[src/rtl/fcdma_pkg.sv]
// Package for the four-channel DMA controller: register map, fields, reset values.
// Assumes a single 50 MHz clock and the plain strobe register port.
package fcdma_pkg;
    localparam int          FCDMA_NCH          = 4;
    localparam int          FCDMA_AW           = 8;
    // Per-channel registers sit at channel base plus offset, 0x20 bytes per channel.
    localparam logic [7:0]  FCDMA_CH_STRIDE    = 8'h20;
    localparam logic [4:0]  FCDMA_CUR_SRC      = 5'h00;
    localparam logic [4:0]  FCDMA_CUR_DST      = 5'h04;
    localparam logic [4:0]  FCDMA_CUR_CNT      = 5'h08;
    localparam logic [4:0]  FCDMA_RLD_SRC      = 5'h0c;
    localparam logic [4:0]  FCDMA_RLD_DST      = 5'h10;
    localparam logic [4:0]  FCDMA_RLD_CNT      = 5'h14;
    localparam logic [4:0]  FCDMA_MODE         = 5'h18;
    localparam logic [4:0]  FCDMA_CTRL         = 5'h1c;
    // Global registers.
    localparam logic [7:0]  FCDMA_GLB_START    = 8'h80;
    localparam logic [7:0]  FCDMA_GLB_IRQEN    = 8'h84;
    localparam logic [7:0]  FCDMA_GLB_ARB      = 8'h88;
    localparam logic [7:0]  FCDMA_GLB_END      = 8'h8c;
    // Mode register fields.
    localparam int          FCDMA_SRC_INC_BIT  = 0;
    localparam int          FCDMA_DST_INC_BIT  = 1;
    localparam int          FCDMA_SIZE_LSB     = 2;
    // Control register fields.
    localparam int          FCDMA_EN_BIT       = 0;
    localparam int          FCDMA_RELOAD_BIT   = 1;
    localparam int          FCDMA_AUTOCLR_BIT  = 2;
    localparam int          FCDMA_INIT_BIT     = 3;
    localparam int          FCDMA_XMODE_LSB    = 4;
    localparam int          FCDMA_REQSEL_LSB   = 6;
    localparam int          FCDMA_OPLOG_LSB    = 8;
    localparam int          FCDMA_SWTRIG_BIT   = 11;
    localparam int          FCDMA_PEND_BIT     = 16;
    localparam logic [25:0] FCDMA_CNT_MAX      = 26'h3ffffff;
    localparam logic [31:0] FCDMA_ZERO_RST     = 32'h0000_0000;
    localparam logic [2:0]  FCDMA_OPLOG_MAX    = 3'h7;
    typedef enum logic [1:0] {FCDMA_SZ8, FCDMA_SZ16, FCDMA_SZ32, FCDMA_SZ_RSV} fcdma_size_t;
    typedef enum logic [1:0] {FCDMA_SINGLE, FCDMA_CONSEC, FCDMA_NONSTOP, FCDMA_XRSV} fcdma_xmode_t;
    typedef enum logic [1:0] {FCDMA_REQ_SW, FCDMA_REQ_PIN, FCDMA_REQ_PERIPH, FCDMA_REQ_RSV}
        fcdma_reqsel_t;
endpackage : fcdma_pkg

[src/rtl/fcdma_top.sv]
// Four-channel DMA controller: registers, arbitration, channel counters and bus master.
// Assumes a bus that accepts one data unit per bus_req/bus_ack handshake from the same clock.
// Function
// - Four channels, channel zero highest priority.
// - Counter drops by unit bytes each move.
// - Zero count stops channel, raises end request.
// - Unit width selectable 8, 16, 32 bits.
// - Operand holds power-of-two units, 1 to 128.
// - Single mode: one operand per request.
// - Consecutive mode: one request runs all operands.
// - Nonstop mode: one request runs to end.
// - Start needs enable, global start, won request.
// - 32-bit addresses, 26-bit byte count.
// - Request source: software, pin, peripheral.
// - Reload registers copy into current registers.
// - Mode register sets address steps, unit size.
// - End interrupt enabled per channel.
// - Arbitration status shows active channels.
// - Transfer-end register terminates any channel.
// - Pending request readable per channel.
// - Setting chooses auto-clear of enable at end.
// - Init command resets channel internal state.
// - Transmit example: channel 1, byte, fixed destination.
// - Receive example: channel 0, byte, fixed source.
// - Operation moves exactly programmed bytes when count is a multiple of unit size.
`timescale 1ns/1ps
module fcdma_top
    import fcdma_pkg::*;
(
    input  wire logic        mclk,
    input  wire logic        reset,
    input  wire logic [7:0]  reg_addr,
    input  wire logic [31:0] reg_wdata,
    input  wire logic        reg_wr,
    input  wire logic        reg_rd,
    output logic      [31:0] reg_rdata,
    input  wire logic [3:0]  pin_trig,
    input  wire logic [3:0]  periph_req,
    output logic             bus_req,
    output logic             bus_write,
    output logic      [31:0] bus_addr,
    output logic      [1:0]  bus_size,
    input  wire logic        bus_ack,
    input  wire logic [31:0] bus_rdata,
    output logic      [31:0] bus_wdata,
    output logic      [3:0]  end_irq
);
    typedef enum logic [1:0] {FCDMA_IDLE, FCDMA_RD, FCDMA_WR} fcdma_st_t;

    logic [31:0] cur_src_ff [FCDMA_NCH];
    logic [31:0] cur_dst_ff [FCDMA_NCH];
    logic [25:0] cur_cnt_ff [FCDMA_NCH];
    logic [31:0] rld_src_ff [FCDMA_NCH];
    logic [31:0] rld_dst_ff [FCDMA_NCH];
    logic [25:0] rld_cnt_ff [FCDMA_NCH];
    logic [3:0]  mode_ff    [FCDMA_NCH];
    logic [10:0] ctrl_ff    [FCDMA_NCH];
    logic [3:0]  pend_ff;
    logic [3:0]  run_ff;
    logic [3:0]  pin_s1_ff, pin_s2_ff, pin_s3_ff;
    logic [3:0]  per_s1_ff, per_s2_ff, per_s3_ff;
    logic        start_ff;
    logic [3:0]  irqen_ff;
    logic [3:0]  end_irq_ff;
    fcdma_st_t   st_ff;
    logic [1:0]  ch_ff;
    logic [7:0]  unit_left_ff;
    logic [31:0] data_ff;
    logic [31:0] rdata_ff;
    logic [3:0]  eligible;
    logic [3:0]  edge_req;
    logic [3:0]  sw_trig;
    logic [3:0]  init_cmd;
    logic [3:0]  end_cmd;
    logic [3:0]  done_now;
    logic [1:0]  grant_ch;
    logic        grant_vld;
    logic [25:0] unit_bytes;
    logic        last_unit;
    logic        op_done;

    // Pins and peripheral requests come from other logic; synchronise, then edge-detect.
    always_ff @(posedge mclk) begin
        if (reset) begin
            pin_s1_ff <= 4'h0;
            pin_s2_ff <= 4'h0;
            pin_s3_ff <= 4'h0;
            per_s1_ff <= 4'h0;
            per_s2_ff <= 4'h0;
            per_s3_ff <= 4'h0;
        end else begin
            pin_s1_ff <= pin_trig;
            pin_s2_ff <= pin_s1_ff;
            pin_s3_ff <= pin_s2_ff;
            per_s1_ff <= periph_req;
            per_s2_ff <= per_s1_ff;
            per_s3_ff <= per_s2_ff;
        end
    end

    genvar g;
    generate
        for (g = 0; g < FCDMA_NCH; g = g + 1) begin : g_ch
            logic [7:0] ch_base;
            assign ch_base = FCDMA_CH_STRIDE * 8'(g);
            assign sw_trig[g]  = reg_wr && reg_addr == (ch_base | 8'(FCDMA_CTRL))
                                 && reg_wdata[FCDMA_SWTRIG_BIT];
            assign init_cmd[g] = reg_wr && reg_addr == (ch_base | 8'(FCDMA_CTRL))
                                 && reg_wdata[FCDMA_INIT_BIT];
            assign end_cmd[g]  = reg_wr && reg_addr == FCDMA_GLB_END && reg_wdata[g];
            always_comb begin
                case (fcdma_reqsel_t'(ctrl_ff[g][FCDMA_REQSEL_LSB +: 2]))
                    FCDMA_REQ_SW:     edge_req[g] = sw_trig[g];
                    FCDMA_REQ_PIN:    edge_req[g] = pin_s2_ff[g] & ~pin_s3_ff[g];
                    FCDMA_REQ_PERIPH: edge_req[g] = per_s2_ff[g] & ~per_s3_ff[g];
                    default:          edge_req[g] = 1'b0;
                endcase
            end
            // Enable, global start, a pending request or running transfer, and a nonzero count are all needed.
            assign eligible[g] = ctrl_ff[g][FCDMA_EN_BIT] && start_ff
                                 && (pend_ff[g] || run_ff[g]) && cur_cnt_ff[g] != 26'h0;
            assign done_now[g] = op_done && ch_ff == 2'(g) && last_unit
                                 && cur_cnt_ff[g] == unit_bytes;

            always_ff @(posedge mclk) begin
                if (reset) begin
                    cur_src_ff[g] <= FCDMA_ZERO_RST;
                    cur_dst_ff[g] <= FCDMA_ZERO_RST;
                    cur_cnt_ff[g] <= 26'h0;
                    rld_src_ff[g] <= FCDMA_ZERO_RST;
                    rld_dst_ff[g] <= FCDMA_ZERO_RST;
                    rld_cnt_ff[g] <= 26'h0;
                    mode_ff[g]    <= 4'h0;
                    ctrl_ff[g]    <= 11'h0;
                    pend_ff[g]    <= 1'b0;
                    run_ff[g]     <= 1'b0;
                    end_irq_ff[g] <= 1'b0;
                end else begin
                    end_irq_ff[g] <= done_now[g] && irqen_ff[g];
                    if (reg_wr && reg_addr == (ch_base | 8'(FCDMA_CUR_SRC)))
                        cur_src_ff[g] <= reg_wdata;
                    if (reg_wr && reg_addr == (ch_base | 8'(FCDMA_CUR_DST)))
                        cur_dst_ff[g] <= reg_wdata;
                    if (reg_wr && reg_addr == (ch_base | 8'(FCDMA_CUR_CNT)))
                        cur_cnt_ff[g] <= reg_wdata[25:0] & FCDMA_CNT_MAX;
                    if (reg_wr && reg_addr == (ch_base | 8'(FCDMA_RLD_SRC)))
                        rld_src_ff[g] <= reg_wdata;
                    if (reg_wr && reg_addr == (ch_base | 8'(FCDMA_RLD_DST)))
                        rld_dst_ff[g] <= reg_wdata;
                    if (reg_wr && reg_addr == (ch_base | 8'(FCDMA_RLD_CNT)))
                        rld_cnt_ff[g] <= reg_wdata[25:0];
                    if (reg_wr && reg_addr == (ch_base | 8'(FCDMA_MODE)))
                        mode_ff[g] <= reg_wdata[3:0];
                    if (reg_wr && reg_addr == (ch_base | 8'(FCDMA_CTRL)))
                        ctrl_ff[g] <= {reg_wdata[10:4], 1'b0, reg_wdata[2:0]};
                    // Address and count advance as each unit lands at its destination.
                    if (st_ff == FCDMA_WR && bus_ack && ch_ff == 2'(g)) begin
                        if (mode_ff[g][FCDMA_SRC_INC_BIT])
                            cur_src_ff[g] <= cur_src_ff[g] + 32'(unit_bytes);
                        if (mode_ff[g][FCDMA_DST_INC_BIT])
                            cur_dst_ff[g] <= cur_dst_ff[g] + 32'(unit_bytes);
                        cur_cnt_ff[g] <= cur_cnt_ff[g] - unit_bytes;
                    end
                    // A new request sets pending; it wins over the grant and end clears.
                    if (op_done && ch_ff == 2'(g)
                        && ctrl_ff[g][FCDMA_XMODE_LSB +: 2] == 2'(FCDMA_SINGLE))
                        pend_ff[g] <= 1'b0;
                    if (grant_vld && st_ff == FCDMA_IDLE && grant_ch == 2'(g)
                        && ctrl_ff[g][FCDMA_XMODE_LSB +: 2] != 2'(FCDMA_SINGLE)) begin
                        pend_ff[g] <= 1'b0;
                        run_ff[g]  <= 1'b1;
                    end
                    if (done_now[g]) begin
                        run_ff[g]  <= 1'b0;
                        pend_ff[g] <= 1'b0;
                        if (ctrl_ff[g][FCDMA_AUTOCLR_BIT])
                            ctrl_ff[g][FCDMA_EN_BIT] <= 1'b0;
                        // Reload lands with the final count, before any later request.
                        if (ctrl_ff[g][FCDMA_RELOAD_BIT]) begin
                            cur_src_ff[g] <= rld_src_ff[g];
                            cur_dst_ff[g] <= rld_dst_ff[g];
                            cur_cnt_ff[g] <= rld_cnt_ff[g];
                        end
                    end
                    if (edge_req[g])
                        pend_ff[g] <= 1'b1;
                    if (end_cmd[g] || init_cmd[g]) begin
                        run_ff[g]  <= 1'b0;
                        pend_ff[g] <= 1'b0;
                        ctrl_ff[g][FCDMA_EN_BIT] <= 1'b0;
                    end
                end
            end
        end
    endgenerate

    // Fixed priority: lowest channel index wins among eligible ones.
    always_comb begin
        grant_vld = 1'b0;
        grant_ch  = 2'h0;
        for (int i = FCDMA_NCH - 1; i >= 0; i--) begin
            if (eligible[i]) begin
                grant_vld = 1'b1;
                grant_ch  = 2'(i);
            end
        end
    end

    always_comb begin
        case (fcdma_size_t'(mode_ff[ch_ff][FCDMA_SIZE_LSB +: 2]))
            FCDMA_SZ8:  unit_bytes = 26'h1;
            FCDMA_SZ16: unit_bytes = 26'h2;
            FCDMA_SZ32: unit_bytes = 26'h4;
            default:    unit_bytes = 26'h1;
        endcase
    end

    assign last_unit = unit_left_ff == 8'h1 || cur_cnt_ff[ch_ff] == unit_bytes;
    assign op_done   = st_ff == FCDMA_WR && bus_ack && last_unit;

    // Transfer engine: read unit, write unit; arbitration only between operands.
    always_ff @(posedge mclk) begin
        if (reset) begin
            st_ff        <= FCDMA_IDLE;
            ch_ff        <= 2'h0;
            unit_left_ff <= 8'h0;
            data_ff      <= FCDMA_ZERO_RST;
        end else begin
            case (st_ff)
                FCDMA_IDLE: begin
                    if (grant_vld) begin
                        st_ff        <= FCDMA_RD;
                        ch_ff        <= grant_ch;
                        unit_left_ff <= 8'h1 << ctrl_ff[grant_ch][FCDMA_OPLOG_LSB +: 3];
                    end
                end
                FCDMA_RD: begin
                    if (end_cmd[ch_ff] || init_cmd[ch_ff]) begin
                        st_ff <= FCDMA_IDLE;
                    end else if (bus_ack) begin
                        st_ff   <= FCDMA_WR;
                        data_ff <= bus_rdata;
                    end
                end
                FCDMA_WR: begin
                    if (bus_ack) begin
                        unit_left_ff <= unit_left_ff - 8'h1;
                        st_ff        <= last_unit ? FCDMA_IDLE : FCDMA_RD;
                    end
                end
                default: st_ff <= FCDMA_IDLE;
            endcase
        end
    end

    always_ff @(posedge mclk) begin
        if (reset) begin
            start_ff <= 1'b0;
            irqen_ff <= 4'h0;
        end else if (reg_wr && reg_addr == FCDMA_GLB_START) begin
            start_ff <= reg_wdata[0];
        end else if (reg_wr && reg_addr == FCDMA_GLB_IRQEN) begin
            irqen_ff <= reg_wdata[3:0];
        end
    end

    always_ff @(posedge mclk) begin
        if (reset) begin
            rdata_ff <= FCDMA_ZERO_RST;
        end else if (reg_rd) begin
            rdata_ff <= FCDMA_ZERO_RST;
            if (reg_addr < FCDMA_GLB_START) begin
                case (reg_addr[4:0])
                    FCDMA_CUR_SRC: rdata_ff <= cur_src_ff[reg_addr[6:5]];
                    FCDMA_CUR_DST: rdata_ff <= cur_dst_ff[reg_addr[6:5]];
                    FCDMA_CUR_CNT: rdata_ff <= {6'h0, cur_cnt_ff[reg_addr[6:5]]};
                    FCDMA_RLD_SRC: rdata_ff <= rld_src_ff[reg_addr[6:5]];
                    FCDMA_RLD_DST: rdata_ff <= rld_dst_ff[reg_addr[6:5]];
                    FCDMA_RLD_CNT: rdata_ff <= {6'h0, rld_cnt_ff[reg_addr[6:5]]};
                    FCDMA_MODE:    rdata_ff <= {28'h0, mode_ff[reg_addr[6:5]]};
                    FCDMA_CTRL:    rdata_ff <= {15'h0, pend_ff[reg_addr[6:5]], 5'h0,
                                               ctrl_ff[reg_addr[6:5]]};
                    default:       rdata_ff <= FCDMA_ZERO_RST;
                endcase
            end else begin
                case (reg_addr)
                    FCDMA_GLB_START: rdata_ff <= {31'h0, start_ff};
                    FCDMA_GLB_IRQEN: rdata_ff <= {28'h0, irqen_ff};
                    FCDMA_GLB_ARB:   rdata_ff <= {28'h0, run_ff | ((st_ff != FCDMA_IDLE)
                                                  ? (4'h1 << ch_ff) : 4'h0)};
                    default:         rdata_ff <= FCDMA_ZERO_RST;
                endcase
            end
        end
    end

    // Bus outputs are registered from the next state so each comes from a flip-flop.
    always_ff @(posedge mclk) begin
        if (reset) begin
            bus_req   <= 1'b0;
            bus_write <= 1'b0;
            bus_addr  <= FCDMA_ZERO_RST;
            bus_size  <= 2'h0;
            bus_wdata <= FCDMA_ZERO_RST;
        end else begin
            bus_req <= 1'b0;
            if (st_ff == FCDMA_IDLE && grant_vld) begin
                bus_req   <= 1'b1;
                bus_write <= 1'b0;
                bus_addr  <= cur_src_ff[grant_ch];
                bus_size  <= mode_ff[grant_ch][FCDMA_SIZE_LSB +: 2];
            end else if (st_ff == FCDMA_RD && bus_ack
                         && !(end_cmd[ch_ff] || init_cmd[ch_ff])) begin
                bus_req   <= 1'b1;
                bus_write <= 1'b1;
                bus_addr  <= cur_dst_ff[ch_ff];
                bus_wdata <= bus_rdata;
            end else if (st_ff == FCDMA_WR && bus_ack && !last_unit) begin
                bus_req   <= 1'b1;
                bus_write <= 1'b0;
                bus_addr  <= mode_ff[ch_ff][FCDMA_SRC_INC_BIT]
                             ? cur_src_ff[ch_ff] + 32'(unit_bytes) : cur_src_ff[ch_ff];
            // An aborted read drops its request so no stale answer is taken later.
            end else if (st_ff != FCDMA_IDLE && !bus_ack
                         && !(st_ff == FCDMA_RD && (end_cmd[ch_ff] || init_cmd[ch_ff]))) begin
                bus_req <= bus_req;
            end
        end
    end

    assign reg_rdata = rdata_ff;
    assign end_irq   = end_irq_ff;

    a_end_irq_cause: assert property (@(posedge mclk) disable iff (reset)
        $rose(end_irq[1]) |-> cur_cnt_ff[1] == 26'h0 || ctrl_ff[1][FCDMA_RELOAD_BIT])
        else $error("end interrupt without exhausted count");
    a_single_grant: assert property (@(posedge mclk) disable iff (reset)
        (st_ff == FCDMA_IDLE && eligible[0]) |-> grant_ch == 2'h0)
        else $error("channel zero lost arbitration");
    a_start_gate: assert property (@(posedge mclk) disable iff (reset)
        (st_ff == FCDMA_IDLE ##1 st_ff == FCDMA_RD) |-> $past(start_ff))
        else $error("transfer began without global start");
    a_cnt_step: assert property (@(posedge mclk) disable iff (reset)
        (st_ff == FCDMA_WR && bus_ack && !done_now[ch_ff] && !end_cmd[ch_ff])
        |=> cur_cnt_ff[$past(ch_ff)] == $past(cur_cnt_ff[ch_ff]) - $past(unit_bytes))
        else $error("byte count did not drop by unit size");
    a_irq_mask: assert property (@(posedge mclk) disable iff (reset)
        end_irq[2] |-> $past(irqen_ff[2]))
        else $error("masked channel raised end interrupt");
    a_end_cmd: assert property (@(posedge mclk) disable iff (reset)
        end_cmd[3] |=> !run_ff[3] && !pend_ff[3])
        else $error("terminate did not stop channel");
    a_pend_set: assert property (@(posedge mclk) disable iff (reset)
        (edge_req[1] && !end_cmd[1] && !init_cmd[1] && !done_now[1]) |=> pend_ff[1])
        else $error("request not recorded as pending");
    a_autoclr_en: assert property (@(posedge mclk) disable iff (reset)
        (done_now[0] && ctrl_ff[0][FCDMA_AUTOCLR_BIT]) |=> !ctrl_ff[0][FCDMA_EN_BIT])
        else $error("enable not cleared at end");
    a_reload_cnt: assert property (@(posedge mclk) disable iff (reset)
        (done_now[2] && ctrl_ff[2][FCDMA_RELOAD_BIT])
        |=> cur_cnt_ff[2] == $past(rld_cnt_ff[2]))
        else $error("reload count not copied at end");
    a_src_fixed: assert property (@(posedge mclk) disable iff (reset)
        (st_ff == FCDMA_WR && bus_ack && ch_ff == 2'h0 && !mode_ff[0][FCDMA_SRC_INC_BIT]
         && !done_now[0] && !reg_wr) |=> cur_src_ff[0] == $past(cur_src_ff[0]))
        else $error("fixed source address moved");
    a_dst_fixed: assert property (@(posedge mclk) disable iff (reset)
        (st_ff == FCDMA_WR && bus_ack && ch_ff == 2'h1 && !mode_ff[1][FCDMA_DST_INC_BIT]
         && !done_now[1] && !reg_wr) |=> cur_dst_ff[1] == $past(cur_dst_ff[1]))
        else $error("fixed destination address moved");
endmodule : fcdma_top

[config.mk]
export PLATFORM = sky130hd
export DESIGN_NAME = fcdma_top
export DESIGN_NICKNAME = d
export VERILOG_FILES = /design/src/rtl/fcdma_pkg.sv /design/src/rtl/fcdma_top.sv
export SDC_FILE = /design/constraint.sdc
export NUM_CORES = 2
export LEC_CHECK = 0
export BUFFER_PORTS_ARGS = -buffer_cell sky130_fd_sc_hd__buf_4
export CAP_MARGIN = 40
export CORE_MARGIN = 2
export CORE_UTILIZATION = 45
export CTS_CLUSTER_DIAMETER = 60
export CTS_CLUSTER_SIZE = 12
export DETAILED_ROUTE_END_ITERATION = 6
export GPL_TIMING_DRIVEN = 1
export SLEW_MARGIN = 0
export SYNTH_ARGS = -nofsm -noshare
export SYNTH_HDL_FRONTEND = slang
export SYNTH_SLANG_ARGS = --single-unit
[constraint.sdc]
create_clock -name mclk -period 20.7 [get_ports mclk]
set_input_delay 0 -clock mclk [delete_from_list [all_inputs] [get_ports mclk]]
set_output_delay 0 -clock mclk [all_outputs]
set_load 0.1 [all_outputs]
==> metrics.cfg <==
[place]
pre_cts_slack_ps=14610
gp_congestion=0.997
place.port_buffers=188
numPlacedInstances=7015
place_area_um2=60800
total_half_perimeter_wirelength_after_legalization_and_detailed_placement_um=168000

[cts]
cts_buffer_depth=3
clock_tree.htree_level_count=3
cts_buffers=104
cts.sinks=931
cts_tree=done
clock_insertion_delay_worst_skew_ps=750
cts-root-buf=sky130_fd_sc_hd__clkbuf_16
clk_pin_slew_ps=70
cts_post_setup_buffers_inserted=0

[worst_setup_path]
cpPeakStageDelay_ps=890
timing.critical_path.fanout_max=48
worst-endpoint-required_ps=21090
criticalPathCategory=flop to flop
critPathLaunchType=flop
critical_path.cell_chain=mux4_2 -> inv_1 -> ha_1 -> inv_1 -> ha_1 -> nand3_1 -> nor4_1 -> nand2_1 -> nor4_4 -> buf_4 -> buf_4 -> or3_1 -> buf_4
path_buf_inv=5
timing.critical_path.mode_cell=sky130_fd_sc_hd__buf_4
cpLargestDelayFamily=buffers and inverters
crit_slowest_cell=sky130_fd_sc_hd__dfxtp_4
cp.arrival_ps=6680
crit_path_end_kind=flop

[worst_hold_path]
hold_path.class=input pin to flop
hold_start=reg_addr[6]

[synthesis]
yosys_most_used_dff=sky130_fd_sc_hd__edfxtp_1
syn_avg_cell_area_um2=10.4
synthesis.nets=5621
ys.warnings.count=0
synthDistinctLibCells=80
async_reset_ff_frac=0
post_synth_instance_area_um2=57200
postSynthRegisterBits=931
synth_cells=5480
number_of_flops_mapped_to_enable_cells_by_yosys=776
fraction_of_the_yosys_area_taken_by_sequential_cells=0.462

[outcome]
outcome=finished with violations
failed_checks=DRC

[global_routing]
number_of_global_route_vias_before_repair=46100
grt_start_max_net_pins=138
grt_util_all_layers=0.365
first_pass_grt_wire_length_um=344000
antenna_violations_before_repair=12
grt.overflow.total=0

[drt]
drt.antenna.violating_nets=0
drt-initial-drc-count=7510
remaining_drc_errors=6
drt-total-wl_um=242000
top_layer_used=met5
vias_per_cell=6.72
drt_pass1_iterations=7
wl_per_cell_um=33.2
route.met3.wl_um=33900
num_vias=49100
wl_met1_um=94200
met2_length_um=102000

[sta]
relSlewSlack=0.266
setup_viol=0
grt_setup_unrepaired=false
drv_slew=0
hold_viol_final=0
setup-tns-final_ps=0
final_min_period_over_clock_period=0.304
clock-skew-final_ps=38.7
period_minus_slack_ps=6290
finalWorstSetupSlack_ps=14410
maxClockFrequency_mhz=159
tightest_slew_ps=1100

[cells_and_area]
layout.cells.non_filler=7297
area_growth_syn_to_layout_pct=13.7
design.final.nets=5707
final.fill_count=11300
final-seq-area_um2=26400
drive_above_1_share=0.152
finish.instance_area_um2=65100
multi_input_area_um2=29200

[die]
effective_utilization_at_floorplan=0.454
core_area_um2=126000
die-width_um=361
io-pin-count=189
chipHeight_um=361
design.die.area_um2=130000
rows=130

[pwr]
total_leakage_power_nw=22.7
power.density_nw_per_um2=68.6
irDropWorstVdd_mv=0.0663
post-layout-total-power_mw=4.46

[job]
timing.max_cap.violations=0

-- sequential cells by signal (all words and copies together) (netlist names), 40 cells and up, named ones only --
| name | count |
|---|---|
| ctrl_ff | 40 |
| cur_src_ff | 128 |
| cur_cnt_ff | 104 |
| rld_dst_ff | 128 |
| cur_dst_ff | 128 |
| rld_src_ff | 128 |
| rld_cnt_ff | 104 |
-- worst register-to-register path, delay by kind of cell, from the launching register on --
| family | cells | cell delay [ps] |
|---|---|---|
| flip-flops | 1 | 890 |
| adder cells (fa/ha/maj) | 2 | 1120 |
| buffers and inverters | 5 | 1940 |
| AND/OR/NAND/NOR | 5 | 1510 |
| multiplexers | 1 | 460 |
-- layer usage --
metal	vias to the layer above	GRT usage
met5	-	0
met4	8	0.160
met3	556	0.109
met2	3586	0.529
met1	24300	0.507
li1	20600	-
-- layout make-up --
type,count,share of cell area
diodes,4,0.000154
clock inverters,36,0.00583
clock buffers,147,0.0444
well taps,1650,0.0317
flip-flops and latches,931,0.406
multi-input cells,4038,0.449
inverters,65,0.00375
repair buffers,426,0.0589
-- what timing repair did --
item                                   in CTS  in global routing
hold buffers                               95                  0
gates resized for setup                     0                  0
endpoints found under the hold margin     800                  0
-- cell usage after synthesis, types with 22 or more instances --
library cell | count | area share
sky130_fd_sc_hd__dfxtp_1 | 155 | 0.054
sky130_fd_sc_hd__nor2_1 | 601 | 0.039
sky130_fd_sc_hd__nor4_1 | 63 | 0.0069
sky130_fd_sc_hd__o21ai_0 | 131 | 0.011
sky130_fd_sc_hd__a221oi_1 | 78 | 0.012
sky130_fd_sc_hd__and3_1 | 79 | 0.0086
sky130_fd_sc_hd__nor2b_1 | 43 | 0.0047
sky130_fd_sc_hd__nor3_1 | 92 | 0.0080
sky130_fd_sc_hd__clkbuf_1 | 356 | 0.023
sky130_fd_sc_hd__nand2_1 | 462 | 0.030
sky130_fd_sc_hd__mux4_2 | 263 | 0.10
sky130_fd_sc_hd__nand2b_1 | 42 | 0.0046
sky130_fd_sc_hd__edfxtp_1 | 776 | 0.41
sky130_fd_sc_hd__buf_1 | 51 | 0.0033
sky130_fd_sc_hd__a21oi_1 | 421 | 0.037
sky130_fd_sc_hd__and4_1 | 22 | 0.0034
sky130_fd_sc_hd__ha_1 | 43 | 0.0094
sky130_fd_sc_hd__nand4_1 | 64 | 0.0070
sky130_fd_sc_hd__a22oi_1 | 229 | 0.030
sky130_fd_sc_hd__buf_2 | 37 | 0.0032
sky130_fd_sc_hd__nand3_1 | 122 | 0.011
sky130_fd_sc_hd__o211ai_1 | 72 | 0.0094
sky130_fd_sc_hd__a22o_1 | 22 | 0.0034
sky130_fd_sc_hd__and2_1 | 422 | 0.046
sky130_fd_sc_hd__xor2_1 | 171 | 0.026
sky130_fd_sc_hd__inv_1 | 65 | 0.0043
sky130_fd_sc_hd__mux2i_1 | 57 | 0.010
sky130_fd_sc_hd__xnor2_1 | 180 | 0.028
-- cells by family (layout without fill, tap and decap cells) --
kind of cell / Yosys count / count (layout) / share of synthesized area
buffers and inverters: 511 / 674 / 0.0345
multiplexers: 337 / 337 / 0.117
other: 0 / 4 / 0
AO/OA/AOI/OAI: 1170 / 1170 / 0.134
XOR/XNOR: 351 / 351 / 0.0537
flip-flops: 931 / 931 / 0.462
AND/OR/NAND/NOR: 2124 / 2124 / 0.185
adder cells (fa/ha/maj): 56 / 56 / 0.0140
-- power breakdown --
part	switching (mW)	internal, mW
combinational	0.274	0.155
sequential	0.0834	2.10
clock	0.824	1.03
-- final timing paths --
path                                                   endpoint  slack, ps  depth (start not counted)
worst max-delay path            cur_src_ff[2][24]$_SDFFCE_PN0P_      14410                         13
worst max register to register  cur_src_ff[2][24]$_SDFFCE_PN0P_      14410                         13
worst min register to register          per_s2_ff[0]$_SDFF_PP0_        440                          1
worst min-delay path                     run_ff[0]$_SDFFE_PP0P_         30                          5
-- placed cells by master, fill, tap and decap left out, drive strengths merged, types with 42 or more instances in the layout --
cell type and n:
and2 423, clkbuf 148, mux2i 57, o21ai 134
nand2b 42, and3 79, a22oi 229, edfxtp 776
nand2 463, nor3 93, a21oi 421, xnor2 180
nor4 65, nor2 601, nand3 122, mux4 263
inv 83, nor2b 43, dfxtp 155, dlygate4sd3 95
a221oi 78, xor2 171, ha 43, o211ai 72
nand4 64, buf 329
-- stage by stage --
step / utilization / hold WS (ps)
after detailed placement: 0.483 / 214
after global placement: 0.479 / 212
after CTS: 0.517 / 1.45
final: 0.517 / 31.5
after floorplan: - / 95.6
after global routing: 0.517 / 45.0
Note: power is estimated with default switching activity, not from simulation.
